===== src/hw/vph_defines.svh =====
// constants for the video processor host port: field positions, widths, reset values, timing
// assumes a single 40 MHz clock; included by bare name from every design file but the package
`ifndef VPH_DEFINES_SVH
`define VPH_DEFINES_SVH

// ==========================================================
// widths
`define VPH_DATA_W        8
`define VPH_ADDR_W        14
`define VPH_NUM_REGS      8
`define VPH_REG_IDX_W     3
`define VPH_ADDR_HI_W     6
`define VPH_SPR_NUM_W     5

// ==========================================================
// second control byte decode
`define VPH_CMD_REG_BIT   7
`define VPH_CMD_WR_BIT    6

// ==========================================================
// control register 1 fields, lsb-weighted (msb-first bit 1 and bit 2)
`define VPH_BLANK_BIT     6
`define VPH_IE_BIT        5

// ==========================================================
// status register fields
`define VPH_ST_FRAME      7
`define VPH_ST_FIFTH      6
`define VPH_ST_COINC      5

// ==========================================================
// pin synchroniser lanes: write strobe, read strobe, port select, data
`define VPH_SYN_W         11
`define VPH_SYN_WR        10
`define VPH_SYN_RD        9
`define VPH_SYN_SEL       8
`define VPH_SYN_RST       11'h600

// ==========================================================
// timing
`define VPH_CLK_MHZ       40
`define VPH_RESET_MIN_NS  3000
`define VPH_RESET_MIN_CYC ((`VPH_RESET_MIN_NS * `VPH_CLK_MHZ + 999) / 1000)

`endif


===== src/hw/vph_pkg.sv =====
// types shared by the video processor host port modules
// assumes vph_defines.svh is on the include path
package vph_pkg;
	typedef enum logic [1:0] {
		VPH_MEM_IDLE,
		VPH_MEM_READ,
		VPH_MEM_WRITE
	} vph_mem_state_t;
endpackage


===== src/hw/vph_strobe_if.sv =====
// carrier between the pin synchroniser and the port logic
// assumes both ends run on the same clock
`timescale 1ns/1ps
`include "vph_defines.svh"
interface vph_strobe_if;
	logic                   wr_evt;
	logic                   rd_evt;
	logic                   rd_level_n;
	logic                   sel;
	logic [`VPH_DATA_W-1:0] data;

	modport src (output wr_evt, output rd_evt, output rd_level_n, output sel, output data);
	modport dst (input wr_evt, input rd_evt, input rd_level_n, input sel, input data);
endinterface


===== src/hw/vph_strobe_sync.sv =====
// three-flop synchroniser for the host port pins, with strobe fall detection
// assumes host pins are asynchronous to clk; a change counts once stages two and three agree
`timescale 1ns/1ps
`include "vph_defines.svh"
module vph_strobe_sync
	import vph_pkg::*;
(
	input  wire logic                   clk,
	input  wire logic                   reset_n,
	input  wire logic                   write_strobe_n,
	input  wire logic                   read_strobe_n,
	input  wire logic                   port_select,
	input  wire logic [`VPH_DATA_W-1:0] host_data_in,
	vph_strobe_if.src                   bus
);
	logic [`VPH_SYN_W-1:0] pins;
	logic [`VPH_SYN_W-1:0] s1_q, s2_q, s3_q, lvl_q, lvl_d;
	logic                  wr_evt_q, wr_evt_d, rd_evt_q, rd_evt_d;

	assign pins = {write_strobe_n, read_strobe_n, port_select, host_data_in};

	// ==========================================================
	// agreement filter per lane
	genvar i;
	generate
		for (i = 0; i < `VPH_SYN_W; i++) begin : g_lane
			always_comb begin
				lvl_d[i] = (s2_q[i] == s3_q[i]) ? s3_q[i] : lvl_q[i];
			end
		end
	endgenerate

	always_comb begin
		wr_evt_d = lvl_q[`VPH_SYN_WR] & ~lvl_d[`VPH_SYN_WR];
		rd_evt_d = lvl_q[`VPH_SYN_RD] & ~lvl_d[`VPH_SYN_RD];
	end

	always_ff @(posedge clk) begin
		if (!reset_n) begin
			s1_q     <= `VPH_SYN_RST;
			s2_q     <= `VPH_SYN_RST;
			s3_q     <= `VPH_SYN_RST;
			lvl_q    <= `VPH_SYN_RST;
			wr_evt_q <= 1'b0;
			rd_evt_q <= 1'b0;
		end else begin
			s1_q     <= pins;
			s2_q     <= s1_q;
			s3_q     <= s2_q;
			lvl_q    <= lvl_d;
			wr_evt_q <= wr_evt_d;
			rd_evt_q <= rd_evt_d;
		end
	end

	// select and data settle with the strobe lane, so they line up with the event
	assign bus.wr_evt     = wr_evt_q;
	assign bus.rd_evt     = rd_evt_q;
	assign bus.rd_level_n = lvl_q[`VPH_SYN_RD];
	assign bus.sel        = lvl_q[`VPH_SYN_SEL];
	assign bus.data       = lvl_q[`VPH_DATA_W-1:0];
endmodule


===== src/hw/vph_host_port.sv =====
// host port of the video processor: control pairing, register load, address, memory streaming, status
// assumes a video memory that answers each request with a one-cycle ack on clk, and a scan engine
// that pulses frame_end, sprite_coinc_evt and fifth_sprite_evt on clk
`timescale 1ns/1ps
`include "vph_defines.svh"
module vph_host_port
	import vph_pkg::*;
#(
	parameter int ADDR_W   = `VPH_ADDR_W,
	parameter int NUM_REGS = `VPH_NUM_REGS
)(
	input  wire logic                                 clk,
	input  wire logic                                 reset_n,
	input  wire logic                                 write_strobe_n,
	input  wire logic                                 read_strobe_n,
	input  wire logic                                 port_select,
	input  wire logic [`VPH_DATA_W-1:0]               host_data_in,
	output logic      [`VPH_DATA_W-1:0]               host_data_out_q,
	output logic                                      host_data_oe_q,
	output logic                                      irq_n_q,
	output logic                                      vmem_req_q,
	output logic                                      vmem_we_q,
	output logic      [ADDR_W-1:0]                    vmem_addr_q,
	output logic      [`VPH_DATA_W-1:0]               vmem_wdata_q,
	input  wire logic                                 vmem_ack,
	input  wire logic [`VPH_DATA_W-1:0]               vmem_rdata,
	input  wire logic                                 frame_end,
	input  wire logic                                 sprite_coinc_evt,
	input  wire logic                                 fifth_sprite_evt,
	input  wire logic [`VPH_SPR_NUM_W-1:0]            fifth_sprite_num,
	output logic      [NUM_REGS-1:0][`VPH_DATA_W-1:0] ctrl_regs_q,
	output logic                                      border_only_q,
	output logic                                      refresh_en_q
);
	vph_strobe_if bus ();

	vph_strobe_sync u_sync (
		.clk            (clk),
		.reset_n        (reset_n),
		.write_strobe_n (write_strobe_n),
		.read_strobe_n  (read_strobe_n),
		.port_select    (port_select),
		.host_data_in   (host_data_in),
		.bus            (bus.src)
	);

	// ==========================================================
	// address assembly, shared by register loads and address setup
	function automatic logic [ADDR_W-1:0] join_addr(input logic [`VPH_DATA_W-1:0] hi,
	                                                input logic [`VPH_DATA_W-1:0] lo);
		join_addr = ADDR_W'({hi[`VPH_ADDR_HI_W-1:0], lo});
	endfunction

	// ==========================================================
	// state
	logic [NUM_REGS-1:0][`VPH_DATA_W-1:0] ctrl_d;
	logic                                 second_q, second_d;
	logic [`VPH_DATA_W-1:0]               latch_q, latch_d;
	logic [ADDR_W-1:0]                    addr_q, addr_d;
	logic [`VPH_DATA_W-1:0]               rd_buf_q, rd_buf_d;
	logic [`VPH_DATA_W-1:0]               out_d;
	logic                                 oe_d, irq_n_d, border_d;
	logic                                 frame_q, frame_d;
	logic                                 coinc_q, coinc_d;
	logic                                 fifth_q, fifth_d;
	logic [`VPH_SPR_NUM_W-1:0]            fnum_q, fnum_d;
	vph_mem_state_t                       mem_q, mem_d;
	logic                                 req_d, we_d;
	logic [ADDR_W-1:0]                    maddr_d;
	logic [`VPH_DATA_W-1:0]               wdata_d;
	logic [`VPH_DATA_W-1:0]               status;
	logic                                 wr_ctl, wr_dat, rd_ctl, rd_dat;

	assign wr_ctl = bus.wr_evt & bus.sel;
	assign wr_dat = bus.wr_evt & ~bus.sel;
	assign rd_ctl = bus.rd_evt & bus.sel;
	assign rd_dat = bus.rd_evt & ~bus.sel;
	assign status = {frame_q, fifth_q, coinc_q, fnum_q};

	// ==========================================================
	// next-state logic
	always_comb begin
		ctrl_d   = ctrl_regs_q;
		second_d = second_q;
		latch_d  = latch_q;
		addr_d   = addr_q;
		rd_buf_d = rd_buf_q;
		out_d    = host_data_out_q;
		mem_d    = mem_q;
		req_d    = vmem_req_q;
		we_d     = vmem_we_q;
		maddr_d  = vmem_addr_q;
		wdata_d  = vmem_wdata_q;
		frame_d  = frame_q;
		coinc_d  = coinc_q;
		fifth_d  = fifth_q;
		fnum_d   = fnum_q;

		// memory completion first, so a new request in the same cycle replaces it
		if (vmem_req_q && vmem_ack) begin
			if (mem_q == VPH_MEM_READ)
				rd_buf_d = vmem_rdata;
			req_d = 1'b0;
			mem_d = VPH_MEM_IDLE;
		end

		// control port writes: two-byte pairing
		if (wr_ctl) begin
			if (!second_q) begin
				latch_d  = bus.data;
				second_d = 1'b1;
			end else begin
				second_d = 1'b0;
				// a register load also rewrites the address, as the hardware does
				addr_d = join_addr(bus.data, latch_q);
				if (bus.data[`VPH_CMD_REG_BIT]) begin
					ctrl_d[bus.data[`VPH_REG_IDX_W-1:0]] = latch_q;
				end else if (!bus.data[`VPH_CMD_WR_BIT]) begin
					// read setup: fetch now so the first data read has its byte
					mem_d   = VPH_MEM_READ;
					req_d   = 1'b1;
					we_d    = 1'b0;
					maddr_d = join_addr(bus.data, latch_q);
					addr_d  = join_addr(bus.data, latch_q) + 1'b1;
				end
				// 01 is write setup: nothing to fetch, data writes follow
			end
		end

		// data port write
		if (wr_dat) begin
			mem_d    = VPH_MEM_WRITE;
			req_d    = 1'b1;
			we_d     = 1'b1;
			maddr_d  = addr_q;
			wdata_d  = bus.data;
			addr_d   = addr_q + 1'b1;
			second_d = 1'b0;
		end

		// data port read: hand out the prefetched byte, fetch the next
		if (rd_dat) begin
			out_d    = rd_buf_q;
			addr_d   = addr_q + 1'b1;
			second_d = 1'b0;
			// a colliding write keeps the memory cycle, so the junk byte still lands; no prefetch then
			if (!wr_dat) begin
				mem_d   = VPH_MEM_READ;
				req_d   = 1'b1;
				we_d    = 1'b0;
				maddr_d = addr_q;
			end
		end

		// status read: answer, clear flags, restart pairing
		if (rd_ctl) begin
			out_d    = status;
			frame_d  = 1'b0;
			coinc_d  = 1'b0;
			fifth_d  = 1'b0;
			second_d = 1'b0;
		end

		// scan events come last so a frame or coincidence set in the clearing cycle is kept
		if (frame_end)
			frame_d = 1'b1;
		if (sprite_coinc_evt)
			coinc_d = 1'b1;
		if (fifth_sprite_evt && !fifth_q) begin
			fifth_d = 1'b1;
			fnum_d  = fifth_sprite_num;
		end

		// both strobes low is tolerated: drive and write happen together
		oe_d     = ~bus.rd_level_n;
		irq_n_d  = ~(ctrl_d[1][`VPH_IE_BIT] & frame_d);
		border_d = ~ctrl_d[1][`VPH_BLANK_BIT];
	end

	// ==========================================================
	// registers
	always_ff @(posedge clk) begin
		if (!reset_n) begin
			ctrl_regs_q     <= '0;
			second_q        <= 1'b0;
			latch_q         <= 8'h00;
			addr_q          <= '0;
			rd_buf_q        <= 8'h00;
			host_data_out_q <= 8'h00;
			host_data_oe_q  <= 1'b0;
			irq_n_q         <= 1'b1;
			border_only_q   <= 1'b1;
			refresh_en_q    <= 1'b0;
			frame_q         <= 1'b0;
			coinc_q         <= 1'b0;
			fifth_q         <= 1'b0;
			fnum_q          <= 5'h00;
			mem_q           <= VPH_MEM_IDLE;
			vmem_req_q      <= 1'b0;
			vmem_we_q       <= 1'b0;
			vmem_addr_q     <= '0;
			vmem_wdata_q    <= 8'h00;
		end else begin
			ctrl_regs_q     <= ctrl_d;
			second_q        <= second_d;
			latch_q         <= latch_d;
			addr_q          <= addr_d;
			rd_buf_q        <= rd_buf_d;
			host_data_out_q <= out_d;
			host_data_oe_q  <= oe_d;
			irq_n_q         <= irq_n_d;
			border_only_q   <= border_d;
			// refresh is never gated by blanking
			refresh_en_q    <= 1'b1;
			frame_q         <= frame_d;
			coinc_q         <= coinc_d;
			fifth_q         <= fifth_d;
			fnum_q          <= fnum_d;
			mem_q           <= mem_d;
			vmem_req_q      <= req_d;
			vmem_we_q       <= we_d;
			vmem_addr_q     <= maddr_d;
			vmem_wdata_q    <= wdata_d;
		end
	end
endmodule


===== config.mk =====
export PLATFORM = sky130hd
export DESIGN_NAME = vph_host_port
export DESIGN_NICKNAME = d
export VERILOG_FILES = /design/src/hw/vph_pkg.sv /design/src/hw/vph_strobe_if.sv /design/src/hw/vph_strobe_sync.sv /design/src/hw/vph_host_port.sv
export VERILOG_INCLUDE_DIRS = /design/src /design/src/hw
export SDC_FILE = /design/constraint.sdc
export NUM_CORES = 1
export LEC_CHECK = 0
export BUFFER_PORTS_ARGS = -buffer_cell sky130_fd_sc_hd__buf_2
export CORE_UTILIZATION = 55
export CTS_BUF_LIST = sky130_fd_sc_hd__clkbuf_16
export CTS_CLUSTER_DIAMETER = 120
export CTS_CLUSTER_SIZE = 14
export DETAILED_ROUTE_END_ITERATION = 16
export PLACE_DENSITY = 0.87
export REMOVE_ABC_BUFFERS = 1
export SLEW_MARGIN = 20
export SYNTH_ARGS = -nofsm -noshare
export SYNTH_HDL_FRONTEND = slang
export SYNTH_HIERARCHICAL = 1
export SYNTH_SLANG_ARGS = --single-unit

===== constraint.sdc =====
create_clock -name clk -period 2.1 [get_ports clk]
set_input_delay 0.42 -clock clk [delete_from_list [all_inputs] [get_ports clk]]
set_output_delay 0.42 -clock clk [all_outputs]
set_load 0.01 [all_outputs]

==> key figures <==
Outcome
  – Status: completed

Global route
  – Largest net degree at the start of global routing: 60
  – All-layer global routing usage: 28.15%
  – Initial antenna violation count: 0
  – Vias in the first global route: 5838
  – First-pass GRT wire length: 28960 µm
  – Total gr overflow: 0

Timing
  – Worst hold margin: 172.9 ps
  – Final Hold Vio Count: 0
  – Min Clock Period, post-route: 1934 ps
  – RSZ-0062 raised after global routing: false
  – Max Freq: 517.1 MHz
  – Worst Max-Slew Pin Slew: 574.3 ps
  – Final worst slack: 166.2 ps
  – Final setup fails: 0
  – Clk_skew: 8.020 ps
  – Max-slew violations: 0
  – Rel. slew slack: 61.60%
  – Final Cycle Share: 92.09%

Placement
  – RePlAce Congestion: 0.8908
  – DP Wirelength: 11850 µm
  – DP Area: 8048 µm²
  – PortBufs: 129
  – Pre-CTS setup slack: 253.2 ps

Clocking
  – Deepest clock path buffer count: 2
  – CTS Hold Bufs: 0
  – CTS buffer count: 17
  – CTS tree: built
  – CTS clk-pin slew, worst paths: 60 ps
  – H-Tree Level Count: 4
  – Cts repair resizes: 0
  – Root Driver: clkbuf_16
  – Clock Sinks: 187
  – Clock Latency Late Sink: 430 ps
  – Setup Buffers After CTS: 0

Worst setup path
  – Startpoint types: flop
  – Critical path data arrival time: 2240 ps
  – Critical Path Sink Type: flop
  – Crit Path Max Fanout: 8
  – Setup CP Type: flop to flop
  – Req. time, crit path: 2410 ps

Routing
  – DRT Pass-1 Iters: 6
  – Via count: 5989
  – Via density: 5.629
  – WL final: 18040 µm
  – WL/cell: 16.96 µm
  – ANT nets after route: 0
  – Drt drc: 0
  – Initial DRC Count: 511

Cells and area
  – Commonest non-fill, non-tap cell in the layout: dfxtp_1
  – Nets: 911
  – Final Core Density: 67.83%
  – Multi-input logic area: 3177 µm²
  – # diodes: 0
  – Final Instance Area: 8630 µm²
  – Area grow syn2layout: 19.24%
  – Most frequent cells in the layout: 187 x dfxtp_1, 129 x buf_2, 112 x nor2_1, 90 x mux2i_1, 72 x nand2_1
  – Share of cells above drive strength 1: 22.65%
  – Fillcell total: 966
  – Storage cell area: 3744 µm²

Power
  – Leakage power: 3.694 nW
  – VDD IR max: 662.3 µV
  – Power Dens Cells: 804.8 nW/µm²

Yosys
  – Primary FF master, synth: dfxtp_1
  – Warnings, synthesis: 6
  – #FFs+latches synth: 187
  – Syn Inst Count: 764
  – Mean Syn Cell Area: 9.472 µm²
  – Synth cell types: 53
  – Asr flop ratio synth: 0%
  – Cell Area, Synth: 7237 µm²
  – Register area share after synthesis: 51.73%
  – Number of synthesized flops with an enable pin: 0

Floorplanning
  – Starting Density: 56.88%
  – Die area: 13620 µm²
  – Die X: 116.7 µm
  – Cell Rows: 41
  – Ports: 130
  – Die H: 116.7 µm
  – Core area: 12720 µm²

Hold path
  – Worst Hold Class: input port to flop

Run
  – Max-cap violations: 0
==> path summary, 6_finish.rpt <==
path                           endpoint                 startpoint  cells past startpoint  slack [ps]
max          ctrl_regs_q[14]$_SDFF_PN0_      second_q$_SDFFE_PP0N_                      5         170
min           u_sync/s1_q[9]$_SDFF_PN1_              read_strobe_n                      2         170
max reg2reg  ctrl_regs_q[14]$_SDFF_PN0_      second_q$_SDFFE_PP0N_                      5         170
min reg2reg   u_sync/s2_q[9]$_SDFF_PN1_  u_sync/s1_q[9]$_SDFF_PN1_                      1         410
==> state kept, by name, summed over array words and instances, names as in the netlist, 2 cells and up <==
register	count
latch_q	8
vmem_addr_q	14
host_data_out_q	8
addr_q	14
rd_buf_q	8
u_sync/s1_q	11
fnum_q	5
u_sync/s3_q	11
mem_q	2
u_sync/s2_q	11
ctrl_regs_q	64
vmem_wdata_q	8
u_sync/lvl_q	11
==> cells in the mapped netlist (3+ instances only) <==
cell / number / area (µm²)
and3_1: 4 / 25.02
xor2_1: 4 / 35.03
buf_4: 13 / 97.59
nor3b_1: 6 / 45.04
a31oi_1: 4 / 25.02
and2_1: 31 / 193.9
o221ai_1: 4 / 35.03
buf_1: 6 / 22.52
nand4_1: 8 / 50.05
nand2b_1: 14 / 87.58
clkbuf_1: 31 / 116.4
mux2i_1: 90 / 900.9
a311oi_1: 9 / 78.83
dfxtp_1: 187 / 3744
xnor2_1: 8 / 70.07
a21boi_0: 6 / 45.04
a211oi_1: 12 / 90.09
a21boi_1: 3 / 22.52
nand3_1: 21 / 105.1
or3_1: 4 / 25.02
o21ai_0: 19 / 95.09
buf_2: 11 / 55.05
a21oi_1: 43 / 215.2
and4_1: 3 / 26.28
nor3_1: 3 / 15.01
nor2b_1: 3 / 18.77
nor2_1: 112 / 420.4
nand2_1: 72 / 270.3
==> cell type report <==
class	count	share of cell area, %
Clock inverter	15	1.812
Inverter	2	0.1015
Tap cell	172	2.494
Multi-Input combinational cell	511	36.81
Timing Repair Buffer	160	10.47
Clock buffer	17	4.930
Sequential cell	187	43.38
==> metrics by stage <==
| step | std cells | setup TNS (ps) | total power [mW] |
|---|---|---|---|
| final | 1064 | 0 | 6.945 |
| after global routing | 1064 | 0 | 7.171 |
| after CTS | 1064 | 0 | 6.970 |
| after detailed placement | 1032 | 0 | 3.861 |
| after global placement | 1032 | 0 | 3.856 |
| after floorplan | 700 | -70220 | 3.769 |
==> worst max-delay path, stage by stage, from the launching register on <==
cell     delay [ps]
dfxtp_1         350
and3_1          320
nand3_4         130
or3_1           570
mux2i_1         350
nor2_1           90
==> power by group <==
| part | internal, mW | total, mW | switching, mW |
|---|---|---|---|
| combinational | 0.0718 | 0.168 | 0.0964 |
| clock | 1.85 | 3.16 | 1.31 |
| sequential | 3.59 | 3.62 | 0.0253 |
==> logic make-up (layout without fill, tap and decap cells) <==
group           after synthesis  in the layout  share of synthesized area (%)
fa+ha+maj                     2              2                         0.3457
mux                          92             92                          12.76
flops                       187            187                          51.73
simple gates                295            295                          19.69
buf+inv                      66            194                          4.426
xor+xnor                     12             12                          1.452
compound gates              110            110                          9.596
==> routing by layer <==
| metal | wire [µm] | track usage, % | vias to the layer above |
|---|---|---|---|
| li1 | - | - | 2840 |
| met3 | 1093 | 6.487 | 56 |
| met1 | 7280 | 33.37 | 2841 |
| met2 | 8941 | 46.47 | 252 |
| met5 | 0 | 0 | - |
| met4 | 727 | 17.22 | 0 |
Note: power is estimated with default switching activity, not from simulation.
